**src/bcs_pkg.sv**
```systemverilog
// constants, field layouts and carrier types for the breaker command supervisor
// assumes a single 125 MHz clock and an APB register port with 32-bit data
package bcs_pkg;

   // ************************************************************
   // sizes and timing
   // ************************************************************
   localparam int BCS_NUM_BRK = 4;
   localparam int BCS_NUM_BOARD = 2;
   localparam int BCS_ID_WORDS = 5;
   localparam int BCS_CLK_NS = 8;
   localparam int BCS_TICK_NS = 1000000;
   localparam int BCS_TICK_CYCLES = (BCS_TICK_NS + BCS_CLK_NS - 1) / BCS_CLK_NS;

   // ************************************************************
   // register byte offsets
   // ************************************************************
   localparam logic [11:0] BCS_ADDR_STATUS = 12'h000;
   localparam logic [11:0] BCS_ADDR_REMOTE = 12'h004;
   localparam logic [11:0] BCS_ADDR_EVT_STAT = 12'h008;
   localparam logic [11:0] BCS_ADDR_EVT_MASK = 12'h00c;
   localparam logic [11:0] BCS_ADDR_CFG_BASE = 12'h010;
   localparam logic [11:0] BCS_ADDR_ID_BASE = 12'h040;
   localparam int BCS_NUM_CFG = 8;

   // settings, in ms, index into the settings block
   localparam int BCS_CFG_TRANS = 0;
   localparam int BCS_CFG_OPEN_FAIL = 1;
   localparam int BCS_CFG_CLOSE_FAIL = 2;
   localparam int BCS_CFG_TRIP = 3;
   localparam int BCS_CFG_MIN_OPEN = 4;
   localparam int BCS_CFG_MAX_OPEN = 5;
   localparam int BCS_CFG_MIN_CLOSE = 6;
   localparam int BCS_CFG_MAX_CLOSE = 7;
   localparam logic [15:0] BCS_TRANS_MS_RST = 16'h0032;
   localparam logic [15:0] BCS_FAIL_MS_RST = 16'h0064;
   localparam logic [15:0] BCS_TRIP_MS_RST = 16'h00c8;
   localparam logic [15:0] BCS_MIN_CMD_MS_RST = 16'h0064;
   localparam logic [15:0] BCS_MAX_CMD_MS_RST = 16'h03e8;
   localparam logic [BCS_NUM_CFG-1:0][15:0] BCS_CFG_RST = {BCS_MAX_CMD_MS_RST, BCS_MIN_CMD_MS_RST,
      BCS_MAX_CMD_MS_RST, BCS_MIN_CMD_MS_RST, BCS_TRIP_MS_RST, BCS_FAIL_MS_RST, BCS_FAIL_MS_RST, BCS_TRANS_MS_RST};

   // ************************************************************
   // field positions
   // ************************************************************
   localparam int BCS_STAT_STRIDE = 8;
   localparam int BCS_REM_CLOSE = 4;
   localparam int BCS_EVT_OPEN_FAIL = 0;
   localparam int BCS_EVT_CLOSE_FAIL = 4;
   localparam int BCS_EVT_INVALID = 8;
   localparam int BCS_EVT_CHANGE = 12;

   // ************************************************************
   // types
   // ************************************************************
   typedef enum logic [1:0] {BCS_POS_MOVING, BCS_POS_OPEN, BCS_POS_CLOSED, BCS_POS_INVALID} bcs_pos_t;

   typedef struct packed {
      logic on;
      logic watch;
      logic fail;
      logic req_q;
      logic [15:0] t;
   } bcs_cmd_t;

   typedef struct packed {
      bcs_pos_t pos;
      logic [15:0] trans_t;
      bcs_cmd_t opn;
      bcs_cmd_t cls;
      logic trip;
      logic [15:0] trip_t;
   } bcs_brk_t;

endpackage : bcs_pkg

```
**src/bcs_supervisor.sv**
```systemverilog
// top of the breaker command supervisor: four breaker units, their timers and the APB register file
// assumes contact, request and block inputs synchronous to ref_clk; APB driven from the same clock
//
// Summary of operation
// - position comes from the closed and opened contacts, which must differ, and equal pairs are invalid.
// - equal contacts are tolerated while moving only until the transition maximum time runs out.
// - while the contacts sit in an invalid pair inside that window the reported position is held.
// - a command stays on while its request stays on and until the matching position arrives.
// - a command is stretched to its own minimum activation time even if the breaker has moved.
// - a command is dropped when its own maximum activation time runs out even if nothing moved.
// - a fail flag is raised when the position change does not follow a command within its failure time.
// - a rising fail flag starts a motor trip pulse of the set duration, 0.1 to 10 s, 200 ms by default.
// - a raised fail flag does not cut the command short.
// - while the block input is high no command is carried out on that breaker.
// - requests come from panel inputs and remote control, and the first breaker of a board also opens on isolation.
// - each breaker carries a readable 20-character text in its five identifier words from 0x040.
// - the transition maximum time is set in ms from 0 to 30 s, 50 ms by default.
// - the open and close failure times are set in ms from 0.1 to 30 s, 100 ms by default.
// - four independent breaker units, two to each analog board.
`timescale 1ns/10ps
`default_nettype none

module bcs_supervisor
   import bcs_pkg::*;
#(
   parameter int TICK_CYCLES = BCS_TICK_CYCLES
) (
   input wire logic ref_clk,
   input wire logic rst_n,
   input wire logic [11:0] paddr,
   input wire logic psel,
   input wire logic penable,
   input wire logic pwrite,
   input wire logic [31:0] pwdata,
   output logic [31:0] prdata,
   output logic pready,
   output logic pslverr,
   input wire logic [BCS_NUM_BRK-1:0] position_closed_in,
   input wire logic [BCS_NUM_BRK-1:0] position_opened_in,
   input wire logic [BCS_NUM_BRK-1:0] breaker_block_in,
   input wire logic [BCS_NUM_BRK-1:0] panel_open_request,
   input wire logic [BCS_NUM_BRK-1:0] panel_close_request,
   input wire logic [BCS_NUM_BOARD-1:0] isolation_open_request,
   output logic [BCS_NUM_BRK-1:0] open_cmd_out,
   output logic [BCS_NUM_BRK-1:0] close_cmd_out,
   output logic [BCS_NUM_BRK-1:0] open_fail_flag,
   output logic [BCS_NUM_BRK-1:0] close_fail_flag,
   output logic [BCS_NUM_BRK-1:0] motor_trip_out,
   output logic irq
);

   // ************************************************************
   // register map, one aligned 32-bit word each
   // ************************************************************
   // 0x000 status, read only, one byte per breaker: {block, trip, close fail, open fail, close cmd, open cmd, pos}
   //       pos 0 moving or unknown, 1 open, 2 closed, 3 invalid
   // 0x004 remote requests as levels, [3:0] open and [7:4] close; software must drop them again
   // 0x008 events, write one to clear: [3:0] open fail, [7:4] close fail, [11:8] invalid pair, [15:12] settled
   // 0x00c event mask, same layout; irq stands while an unmasked event is pending
   // 0x010 to 0x02c settings in ms, low 16 bits: transition, open fail, close fail, trip,
   //       min open, max open, min close, max close
   // 0x040 to 0x08c identifier text, breaker b word w at 0x040 + (5b + w) * 4
   // any other offset answers with pslverr and is not written; writes to status are dropped
   // settings are not clamped, so software must keep them within their allowed ranges

   // ************************************************************
   // state
   // ************************************************************
   typedef struct packed {
      logic [16:0] tick_cnt;
      logic tick;
      bcs_brk_t [BCS_NUM_BRK-1:0] brk;
      logic [7:0] remote;
      logic [15:0] evt;
      logic [15:0] mask;
      logic [BCS_NUM_CFG-1:0][15:0] cfg;
      logic [BCS_NUM_BRK*BCS_ID_WORDS-1:0][31:0] ident;
      logic pready;
      logic pslverr;
      logic [31:0] prdata;
      logic irq;
   } bcs_state_t;

   localparam logic [16:0] TICK_LAST = 17'(TICK_CYCLES - 1);
   localparam logic [11:0] ID_END = 12'(BCS_ADDR_ID_BASE + 12'(BCS_NUM_BRK * BCS_ID_WORDS * 4));
   localparam logic [11:0] CFG_END = 12'(BCS_ADDR_CFG_BASE + 12'(BCS_NUM_CFG * 4));

   bcs_state_t st_r;
   bcs_state_t st_nxt;
   logic [1:0] rst_sync_r;
   logic rst_sync_n;

   // ************************************************************
   // reset release
   // ************************************************************
   // assertion is immediate, release is retimed so every state bit leaves reset on the same edge;
   // the price is two extra cycles of reset after rst_n rises
   always_ff @(posedge ref_clk or negedge rst_n) begin
      if (!rst_n) begin
         rst_sync_r <= 2'h0;
      end else begin
         rst_sync_r <= {rst_sync_r[0], 1'b1};
      end
   end
   assign rst_sync_n = rst_sync_r[1];

   // ************************************************************
   // command timer step, shared by open and close of every breaker
   // ************************************************************
   function automatic bcs_cmd_t cmd_step(
      input bcs_cmd_t c,
      input logic req,
      input logic blk,
      input logic reached,
      input logic tick,
      input logic [15:0] tmin,
      input logic [15:0] tmax,
      input logic [15:0] tfail
   );
      bcs_cmd_t n;
      n = c;
      n.req_q = req;
      if (blk) begin
         // a held request is not replayed when the block lifts; it must be raised again
         // the fail watch stops too, so a blocked breaker never raises a new fail
         n.on = 1'b0;
         n.watch = 1'b0;
      end else if (req && !c.req_q && !c.on) begin
         n.on = 1'b1;
         n.watch = 1'b1;
         n.fail = 1'b0;
         n.t = 16'h0000;
      end else begin
         if (tick && (c.on || c.watch) && c.t != 16'hffff) begin
            n.t = c.t + 16'h0001;
         end
         if (c.on && c.t >= tmin && (!req || reached)) begin
            n.on = 1'b0;
         end
         if (c.on && c.t >= tmax) begin
            n.on = 1'b0;
         end
         if (c.watch && reached) begin
            n.watch = 1'b0;
         end else if (c.watch && c.t >= tfail) begin
            // the command itself is left alone here
            n.watch = 1'b0;
            n.fail = 1'b1;
         end
      end
      return n;
   endfunction : cmd_step

   // ************************************************************
   // next state
   // ************************************************************
   always_comb begin
      logic [31:0] rd;
      logic hit;
      logic wr;
      logic [4:0] idx;
      logic [2:0] cidx;
      logic [15:0] evt_set;
      logic [15:0] evt_clr;
      logic valid;
      logic req_o;
      logic req_c;
      logic fail_rise;
      logic open_rise;
      logic close_rise;
      bcs_pos_t pos_n;
      rd = 32'h0000_0000;
      hit = 1'b0;
      wr = 1'b0;
      idx = 5'h00;
      cidx = 3'h0;
      evt_set = 16'h0000;
      evt_clr = 16'h0000;
      valid = 1'b0;
      req_o = 1'b0;
      req_c = 1'b0;
      fail_rise = 1'b0;
      open_rise = 1'b0;
      close_rise = 1'b0;
      pos_n = BCS_POS_MOVING;
      st_nxt = st_r;

      // one common millisecond tick
      // timers count whole ticks, so a setting is kept to within one tick plus a cycle;
      // one shared prescaler costs far less than a fine counter per timer
      st_nxt.tick = 1'b0;
      if (st_r.tick_cnt >= TICK_LAST) begin
         st_nxt.tick_cnt = 17'h00000;
         st_nxt.tick = 1'b1;
      end else begin
         st_nxt.tick_cnt = st_r.tick_cnt + 17'h00001;
      end

      for (int b = 0; b < BCS_NUM_BRK; b++) begin
         // position
         // an equal pair ages in the same window whether or not a command is running
         valid = position_closed_in[b] ^ position_opened_in[b];
         pos_n = st_r.brk[b].pos;
         if (valid) begin
            pos_n = position_closed_in[b] ? BCS_POS_CLOSED : BCS_POS_OPEN;
            st_nxt.brk[b].trans_t = 16'h0000;
         end else if (st_r.brk[b].trans_t >= st_r.cfg[BCS_CFG_TRANS]) begin
            pos_n = BCS_POS_INVALID;
         end else if (st_r.tick) begin
            // held position while still inside the window
            st_nxt.brk[b].trans_t = st_r.brk[b].trans_t + 16'h0001;
         end
         st_nxt.brk[b].pos = pos_n;
         if (pos_n != st_r.brk[b].pos) begin
            if (pos_n == BCS_POS_INVALID) begin
               evt_set[BCS_EVT_INVALID + b] = 1'b1;
            end else begin
               evt_set[BCS_EVT_CHANGE + b] = 1'b1;
            end
         end

         // request sources; isolation opens only the first breaker of each board
         req_o = panel_open_request[b] | st_r.remote[b];
         if ((b % 2) == 0) begin
            req_o = req_o | isolation_open_request[b / 2];
         end
         req_c = panel_close_request[b] | st_r.remote[BCS_REM_CLOSE + b];

         st_nxt.brk[b].opn = cmd_step(
            st_r.brk[b].opn,
            req_o,
            breaker_block_in[b],
            pos_n == BCS_POS_OPEN,
            st_r.tick,
            st_r.cfg[BCS_CFG_MIN_OPEN],
            st_r.cfg[BCS_CFG_MAX_OPEN],
            st_r.cfg[BCS_CFG_OPEN_FAIL]
         );
         st_nxt.brk[b].cls = cmd_step(
            st_r.brk[b].cls,
            req_c,
            breaker_block_in[b],
            pos_n == BCS_POS_CLOSED,
            st_r.tick,
            st_r.cfg[BCS_CFG_MIN_CLOSE],
            st_r.cfg[BCS_CFG_MAX_CLOSE],
            st_r.cfg[BCS_CFG_CLOSE_FAIL]
         );
         open_rise = st_nxt.brk[b].opn.fail && !st_r.brk[b].opn.fail;
         close_rise = st_nxt.brk[b].cls.fail && !st_r.brk[b].cls.fail;
         if (open_rise) begin
            evt_set[BCS_EVT_OPEN_FAIL + b] = 1'b1;
         end
         if (close_rise) begin
            evt_set[BCS_EVT_CLOSE_FAIL + b] = 1'b1;
         end

         // motor protection trip
         // a second fail while the pulse runs starts it again from zero
         fail_rise = open_rise || close_rise;
         if (fail_rise) begin
            st_nxt.brk[b].trip = 1'b1;
            st_nxt.brk[b].trip_t = 16'h0000;
         end else if (st_r.brk[b].trip) begin
            if (st_r.brk[b].trip_t >= st_r.cfg[BCS_CFG_TRIP]) begin
               st_nxt.brk[b].trip = 1'b0;
            end else if (st_r.tick) begin
               st_nxt.brk[b].trip_t = st_r.brk[b].trip_t + 16'h0001;
            end
         end
      end

      // ************************************************************
      // register read mux and decode
      // ************************************************************
      // a misaligned or out-of-range offset is unmapped and answers with pslverr
      if (paddr == BCS_ADDR_STATUS) begin
         hit = 1'b1;
         for (int b = 0; b < BCS_NUM_BRK; b++) begin
            rd[b*BCS_STAT_STRIDE +: BCS_STAT_STRIDE] = {
               breaker_block_in[b],
               st_r.brk[b].trip,
               st_r.brk[b].cls.fail,
               st_r.brk[b].opn.fail,
               st_r.brk[b].cls.on,
               st_r.brk[b].opn.on,
               st_r.brk[b].pos
            };
         end
      end else if (paddr == BCS_ADDR_REMOTE) begin
         hit = 1'b1;
         rd = {24'h000000, st_r.remote};
      end else if (paddr == BCS_ADDR_EVT_STAT) begin
         hit = 1'b1;
         rd = {16'h0000, st_r.evt};
      end else if (paddr == BCS_ADDR_EVT_MASK) begin
         hit = 1'b1;
         rd = {16'h0000, st_r.mask};
      end else if (paddr >= BCS_ADDR_CFG_BASE && paddr < CFG_END && paddr[1:0] == 2'h0) begin
         hit = 1'b1;
         cidx = 3'(12'(paddr - BCS_ADDR_CFG_BASE) >> 2);
         rd = {16'h0000, st_r.cfg[cidx]};
      end else if (paddr >= BCS_ADDR_ID_BASE && paddr < ID_END && paddr[1:0] == 2'h0) begin
         hit = 1'b1;
         idx = 5'(12'(paddr - BCS_ADDR_ID_BASE) >> 2);
         rd = st_r.ident[idx];
      end

      // one wait state: pready rises in the second access cycle
      // a write lands only at the edge where the master sees pready, never earlier
      st_nxt.pready = 1'b0;
      st_nxt.pslverr = 1'b0;
      if (psel && penable && !st_r.pready) begin
         st_nxt.pready = 1'b1;
         st_nxt.pslverr = !hit;
         st_nxt.prdata = (hit && !pwrite) ? rd : 32'h0000_0000;
      end
      wr = psel && penable && st_r.pready && pwrite && hit;
      if (wr) begin
         if (paddr == BCS_ADDR_REMOTE) begin
            // a level left here keeps requesting until software clears it
            st_nxt.remote = pwdata[7:0];
         end else if (paddr == BCS_ADDR_EVT_STAT) begin
            evt_clr = pwdata[15:0];
         end else if (paddr == BCS_ADDR_EVT_MASK) begin
            st_nxt.mask = pwdata[15:0];
         end else if (paddr >= BCS_ADDR_ID_BASE) begin
            st_nxt.ident[idx] = pwdata;
         end else if (paddr >= BCS_ADDR_CFG_BASE) begin
            st_nxt.cfg[cidx] = pwdata[15:0];
         end
      end

      // a new event beats a clear in the same cycle
      st_nxt.evt = (st_r.evt & ~evt_clr) | evt_set;
      st_nxt.irq = |(st_nxt.evt & st_nxt.mask);
   end

   // ************************************************************
   // state register
   // ************************************************************
   always_ff @(posedge ref_clk or negedge rst_sync_n) begin
      if (!rst_sync_n) begin
         st_r <= '0;
         st_r.cfg <= BCS_CFG_RST;
      end else begin
         st_r <= st_nxt;
      end
   end

   // ************************************************************
   // outputs, wiring only
   // ************************************************************
   assign prdata = st_r.prdata;
   assign pready = st_r.pready;
   assign pslverr = st_r.pslverr;
   assign irq = st_r.irq;
   always_comb begin
      for (int b = 0; b < BCS_NUM_BRK; b++) begin
         open_cmd_out[b] = st_r.brk[b].opn.on;
         close_cmd_out[b] = st_r.brk[b].cls.on;
         open_fail_flag[b] = st_r.brk[b].opn.fail;
         close_fail_flag[b] = st_r.brk[b].cls.fail;
         motor_trip_out[b] = st_r.brk[b].trip;
      end
   end

endmodule : bcs_supervisor

`default_nettype wire

```
**config.mk**
```make
export PLATFORM = sky130hd
export DESIGN_NAME = bcs_supervisor
export DESIGN_NICKNAME = d
export VERILOG_FILES = /design/src/bcs_pkg.sv /design/src/bcs_supervisor.sv
export SDC_FILE = /design/constraint.sdc
export NUM_CORES = 2
export LEC_CHECK = 0
export BUFFER_PORTS_ARGS = -buffer_cell sky130_fd_sc_hd__buf_2
export CAP_MARGIN = 20
export CORE_ASPECT_RATIO = 0.9
export CORE_UTILIZATION = 44
export CTS_BUF_LIST = sky130_fd_sc_hd__clkbuf_4 sky130_fd_sc_hd__clkbuf_8
export CTS_CLUSTER_DIAMETER = 150
export DETAILED_ROUTE_END_ITERATION = 12
export GPL_TIMING_DRIVEN = 0
export PLACE_DENSITY = 0.58
export RECOVER_POWER = 25
export SLEW_MARGIN = 20
export SYNTH_ARGS = -nofsm -noshare
export SYNTH_HDL_FRONTEND = slang
export SYNTH_SLANG_ARGS = --single-unit
export TNS_END_PERCENT = 30
```
**constraint.sdc**
```tcl
create_clock -name ref_clk -period 41.3 [get_ports ref_clk]
set_clock_uncertainty 0.05 [all_clocks]
set_input_delay 8.26 -clock ref_clk [delete_from_list [all_inputs] [get_ports ref_clk]]
set_output_delay 8.26 -clock ref_clk [all_outputs]
set_load 0.005 [all_outputs]
```
* After elaboration in Yosys (flattened, before gate mapping)
Cells that the tools add are included. W data, S select, Z words.
Storage, ports and cells: flip-flop bits (word level) 1163, input bits 71
Operators by class: equality and inequality tests 35, multiplexer cells 196, $lt $le $gt $ge 43, bitwise logic cells 26, add/subtract/negate cells 19, reductions and logical operators 205
Operator list (count):
- $mux W784 | 3
- $mux W768 | 1
- $mux W16 | 42
- $bwmux W640 | 1
- $mux W640 | 1
- $ge A16 B16 Y1 | 32
- $mux W32 | 9
- $add A16 B1 Y16 const B | 16
- $mux W128 | 2
- $bmux W32 S5 | 1
- $demux W32 S5 | 1
- $mux W17 | 9
- $bwmux W128 | 1
- $ne A16 B16 Y1 const B | 8
- $logic_and A1 B1 Y1 | 92
- $mux W1 | 75
- $reduce_bool A4 Y1 | 16
- $mux W2 | 28
- $bmux W16 S3 | 1
- $demux W16 S3 | 1
- $reduce_bool A2 Y1 | 20
- $mux W3 | 13
- $logic_not A1 Y1 | 35
- $mux W34 | 1
- other kinds (33) | 115

* Depth between registers and ports, before layout
depth in word-level cells 21, depth in mapped cells 13, depth with buffers taken out 11

* Worst setup path after synthesis
Ideal clock, no wire load.
path kind input to register, start point input paddr[4], end point register st_r (netlist bit irq), stages 12, path slack 30.166 ns, data arrival time 10.945 ns, path buffers 3, path through buf_2 > nor4_4 > and4_1 > buf_6 > buf_6 > mux2i_2 > o22ai_1 > nor4_1 > o21ai_1 > nor4_1 > or3b_1 > or4_1
RTL lines:
- start: declaration | line bcs_supervisor.sv:30 | input wire logic [11:0] paddr,
- end signal: assignment | line bcs_supervisor.sv:347 | st_r <= st_nxt;
- end: declaration | line bcs_supervisor.sv:88 | bcs_state_t st_r;

==> summary.md <==
| Metric | Value |
|---|---|
| Status | finished with violations |
| Failing checks | max-capacitance violations, max-slew violations |
| Htree depth | 4 |
| Met2 Wirelength | 92200 um |
| Register area share after synthesis | 0.448 |
| Input/output buffers | 104 |
| PwrDens | 34.8 nW/um2 |
| I/O Pins | 126 |
| Worst Hold Margin | 0.298 ns |
| Dominant cells by area after synthesis | dfrtp_1 44%, mux2_2 11%, ha_1 10% |
| First-pass GRT wire length | 315000 um |
| Via count | 48200 |
| Initial Util | 0.444 |
| Final Cell Area | 72900 um2 |
| Final ANT Viol Nets | 0 |
| Largest net degree at the start of global routing | 58 |
| Crit-path max FO | 10 |
| Main synth FF type | dfrtp_1 |
| Highest achievable clock rate | 0.0843 GHz |
| Later-pin clock latency in the skew report | 0.96 ns |
| Ys async rst share | 1.00 |
| Cell Area, Placed | 68800 um2 |
| HP Class | reg -> reg |
| Final setup vio count | 0 |
| Syn Inst Count | 5736 |
| Remaining Overflow, GRT | 0 |
| Fraction of layout cells with a size suffix above 1 | 0.245 |
| VDD IR max | 0.0000367 V |
| Rows | 133 |
| Setup CP Type | in -> reg |
| Area leader, netlist | dfrtp_1 |
| Die height | 367 um |
| Min Tclk post-route | 11.86 ns |
| Max Slew Vio Count | 769 |
| GR Util All Layers | 0.283 |
| Most frequent cell after synthesis | dfrtp_1 |
| Met3 routed wirelength | 18700 um |
| Uppermost layer routed | met5 |
| Vias in the first global route | 47700 |
| Place WS | 28.68 ns |
| Post-cts resize count | 0 |
| Hold-fix buffers at CTS | 0 |
| Syn Nets | 6336 |
| RSZ-0062 raised after global routing | no |
| Final Cycle Share | 0.287 |
| Met1 wire length | 91600 um |
| Post-DP HPWL | 160000 um |
| CTS Buf Count | 198 |
| Area growth syn-to-layout | 12.0% |
| Placer congestion estimate | 0.980 |
| Sink Count | 1163 |
| CTS Buffer Depth | 3 |
| Number of synthesized register bits | 1163 |
| WL per Instance | 25.7 um |
| Core ar. | 146000 um2 |
| Avg Cell Area, Syn | 11.3 um2 |
| Leakage | 34.8 nW |
| Clock-pin slew on the worst setup and hold paths | 0.06 ns |
| Clock root buffer | clkbuf_8 |
| Synth Warn # | 0 |
| CTS tree | built |
| Post-synth EDFFs | 0 |
| # nets final | 6674 |
| Slew headroom | -1.05 |
| Setup WS post-layout | 29.44 ns |
| Number of iterations in the first detailed-routing pass | 9 |
| Max-Cap Viols | 16 |
| Top cell type's share of synthesized area | 0.436 |
| Worst Path Arrival | 12.64 ns |
| Type of origin of the critical path | primary input |
| Cell Area, Synth | 65100 um2 |
| Final Hold Viols | 0 |
| Full die area | 149000 um2 |
| Worst Max-Slew Pin Slew | 3.07 ns |
| Post-CTS Repair Setup Buffers | 0 |
| DRT iter0 DRCs | 4417 |
| Vias per std cell | 5.88 |
| Die X | 407 um |
| Post-synth top cells | 1133 x dfrtp_1, 637 x mux2_2, 529 x ha_1 |
| DRC Markers | 0 |
| Required time of the critical path | 42.08 ns |
| Total routed wirelength | 211000 um |
| CP Capture Type | flip-flop |
| Initial antenna violation count | 19 |
| Post-synthesis cell type count | 89 |
==> layout by cell type, fill, tap and decap left out, types with 14 or more instances in the layout <==
master	count
mux4_2	209
a21oi_1	225
nand2_1	392
a211oi_1	31
nand4_1	115
a221oi_1	16
mux2i_1	40
dfrtp_1	1133
clkbuf_4	77
or3_1	57
nand2b_1	51
o21ai_0	351
nand3_1	113
nor2_1	465
dfstp_2	30
nor2b_1	44
clkinv_2	17
nor3_1	52
o22ai_1	25
inv_1	216
a22oi_1	21
and3_1	45
diode_2	14
xnor2_1	82
ha_1	529
clkbuf_1	205
clkbuf_8	258
mux2_1	31
a21o_1	108
buf_1	15
nor4_1	26
buf_4	55
and4_1	19
mux2_2	637
buf_2	181
xor2_1	123
==> power breakdown <==
group	internal (mW)	switching [mW]	leakage (nW)	total, mW
logic	0.0663	0.129	16.5	0.195
clock network	0.649	0.503	2.36	1.15
registers	1.16	0.0306	15.9	1.19
total	1.87	0.662	34.8	2.54
==> cell type report <==
| cell class | count | area (um2) |
|---|---|---|
| inverters | 216 | 811 |
| plain buffers | 339 | 1600 |
| fillers | 13300 | 73500 |
| repair buffers | 138 | 870 |
| clock inverters | 30 | 302 |
| clock buffers | 335 | 4130 |
| flip-flops and latches | 1163 | 29100 |
| diodes | 14 | 35.0 |
| multi-input cells | 4018 | 33600 |
| well taps | 1957 | 2450 |
==> worst max-delay path: stages <==
cell     delay, ns
buf_2         0.20
nor3_2        1.01
mux2i_1       0.25
nor2_1        0.58
and3_1        0.34
nand3_1       0.22
nor3_1        0.93
buf_2         0.45
mux2_2        0.38
==> stage by stage <==
step,std cells,util,total power [mW],TNS (ns)
2_1_floorplan,5736,-,1.32,0
3_3_place_gp,7797,0.465,1.40,-9014.32
3_5_place_dp,7830,0.470,1.41,0
4_1_cts,8195,0.500,2.56,0
5_1_grt,8204,0.498,2.63,0
6_report,8210,0.498,2.54,0
==> worst paths after layout <==
path	from	endpoint	slack [ns]	cells after the start
max reg2reg	rst_sync_r[1]$_DFF_PN0_	async pin	33.44	3
max in group asynchronous	rst_sync_r[1]$_DFF_PN0_	async pin	33.44	3
min reg2reg	rst_sync_r[0]$_DFF_PN0_	rst_sync_r[1]$_DFF_PN0_	0.30	0
min	rst_sync_r[0]$_DFF_PN0_	rst_sync_r[1]$_DFF_PN0_	0.30	0
max	paddr[4]	flip-flop	29.44	9
min in group asynchronous	rst_sync_r[1]$_DFF_PN0_	async pin	0.44	0
==> per-layer routing <==
layer,vias to the layer above,track usage
met5,-,0
li1,21500,-
met1,24400,0.389
met3,449,0.0752
met2,1893,0.422
met4,2,0.116
==> cells by family after synthesis <==
kind of cell	share of synthesized area
AO/OA/AOI/OAI	0.0856
XOR/XNOR	0.0276
adder cells (fa/ha/maj)	0.102
buffers and inverters	0.0369
flip-flops	0.448
multiplexers	0.195
other	0.0000576
AND/OR/NAND/NOR	0.105
Note: power is estimated with default switching activity, not from simulation.
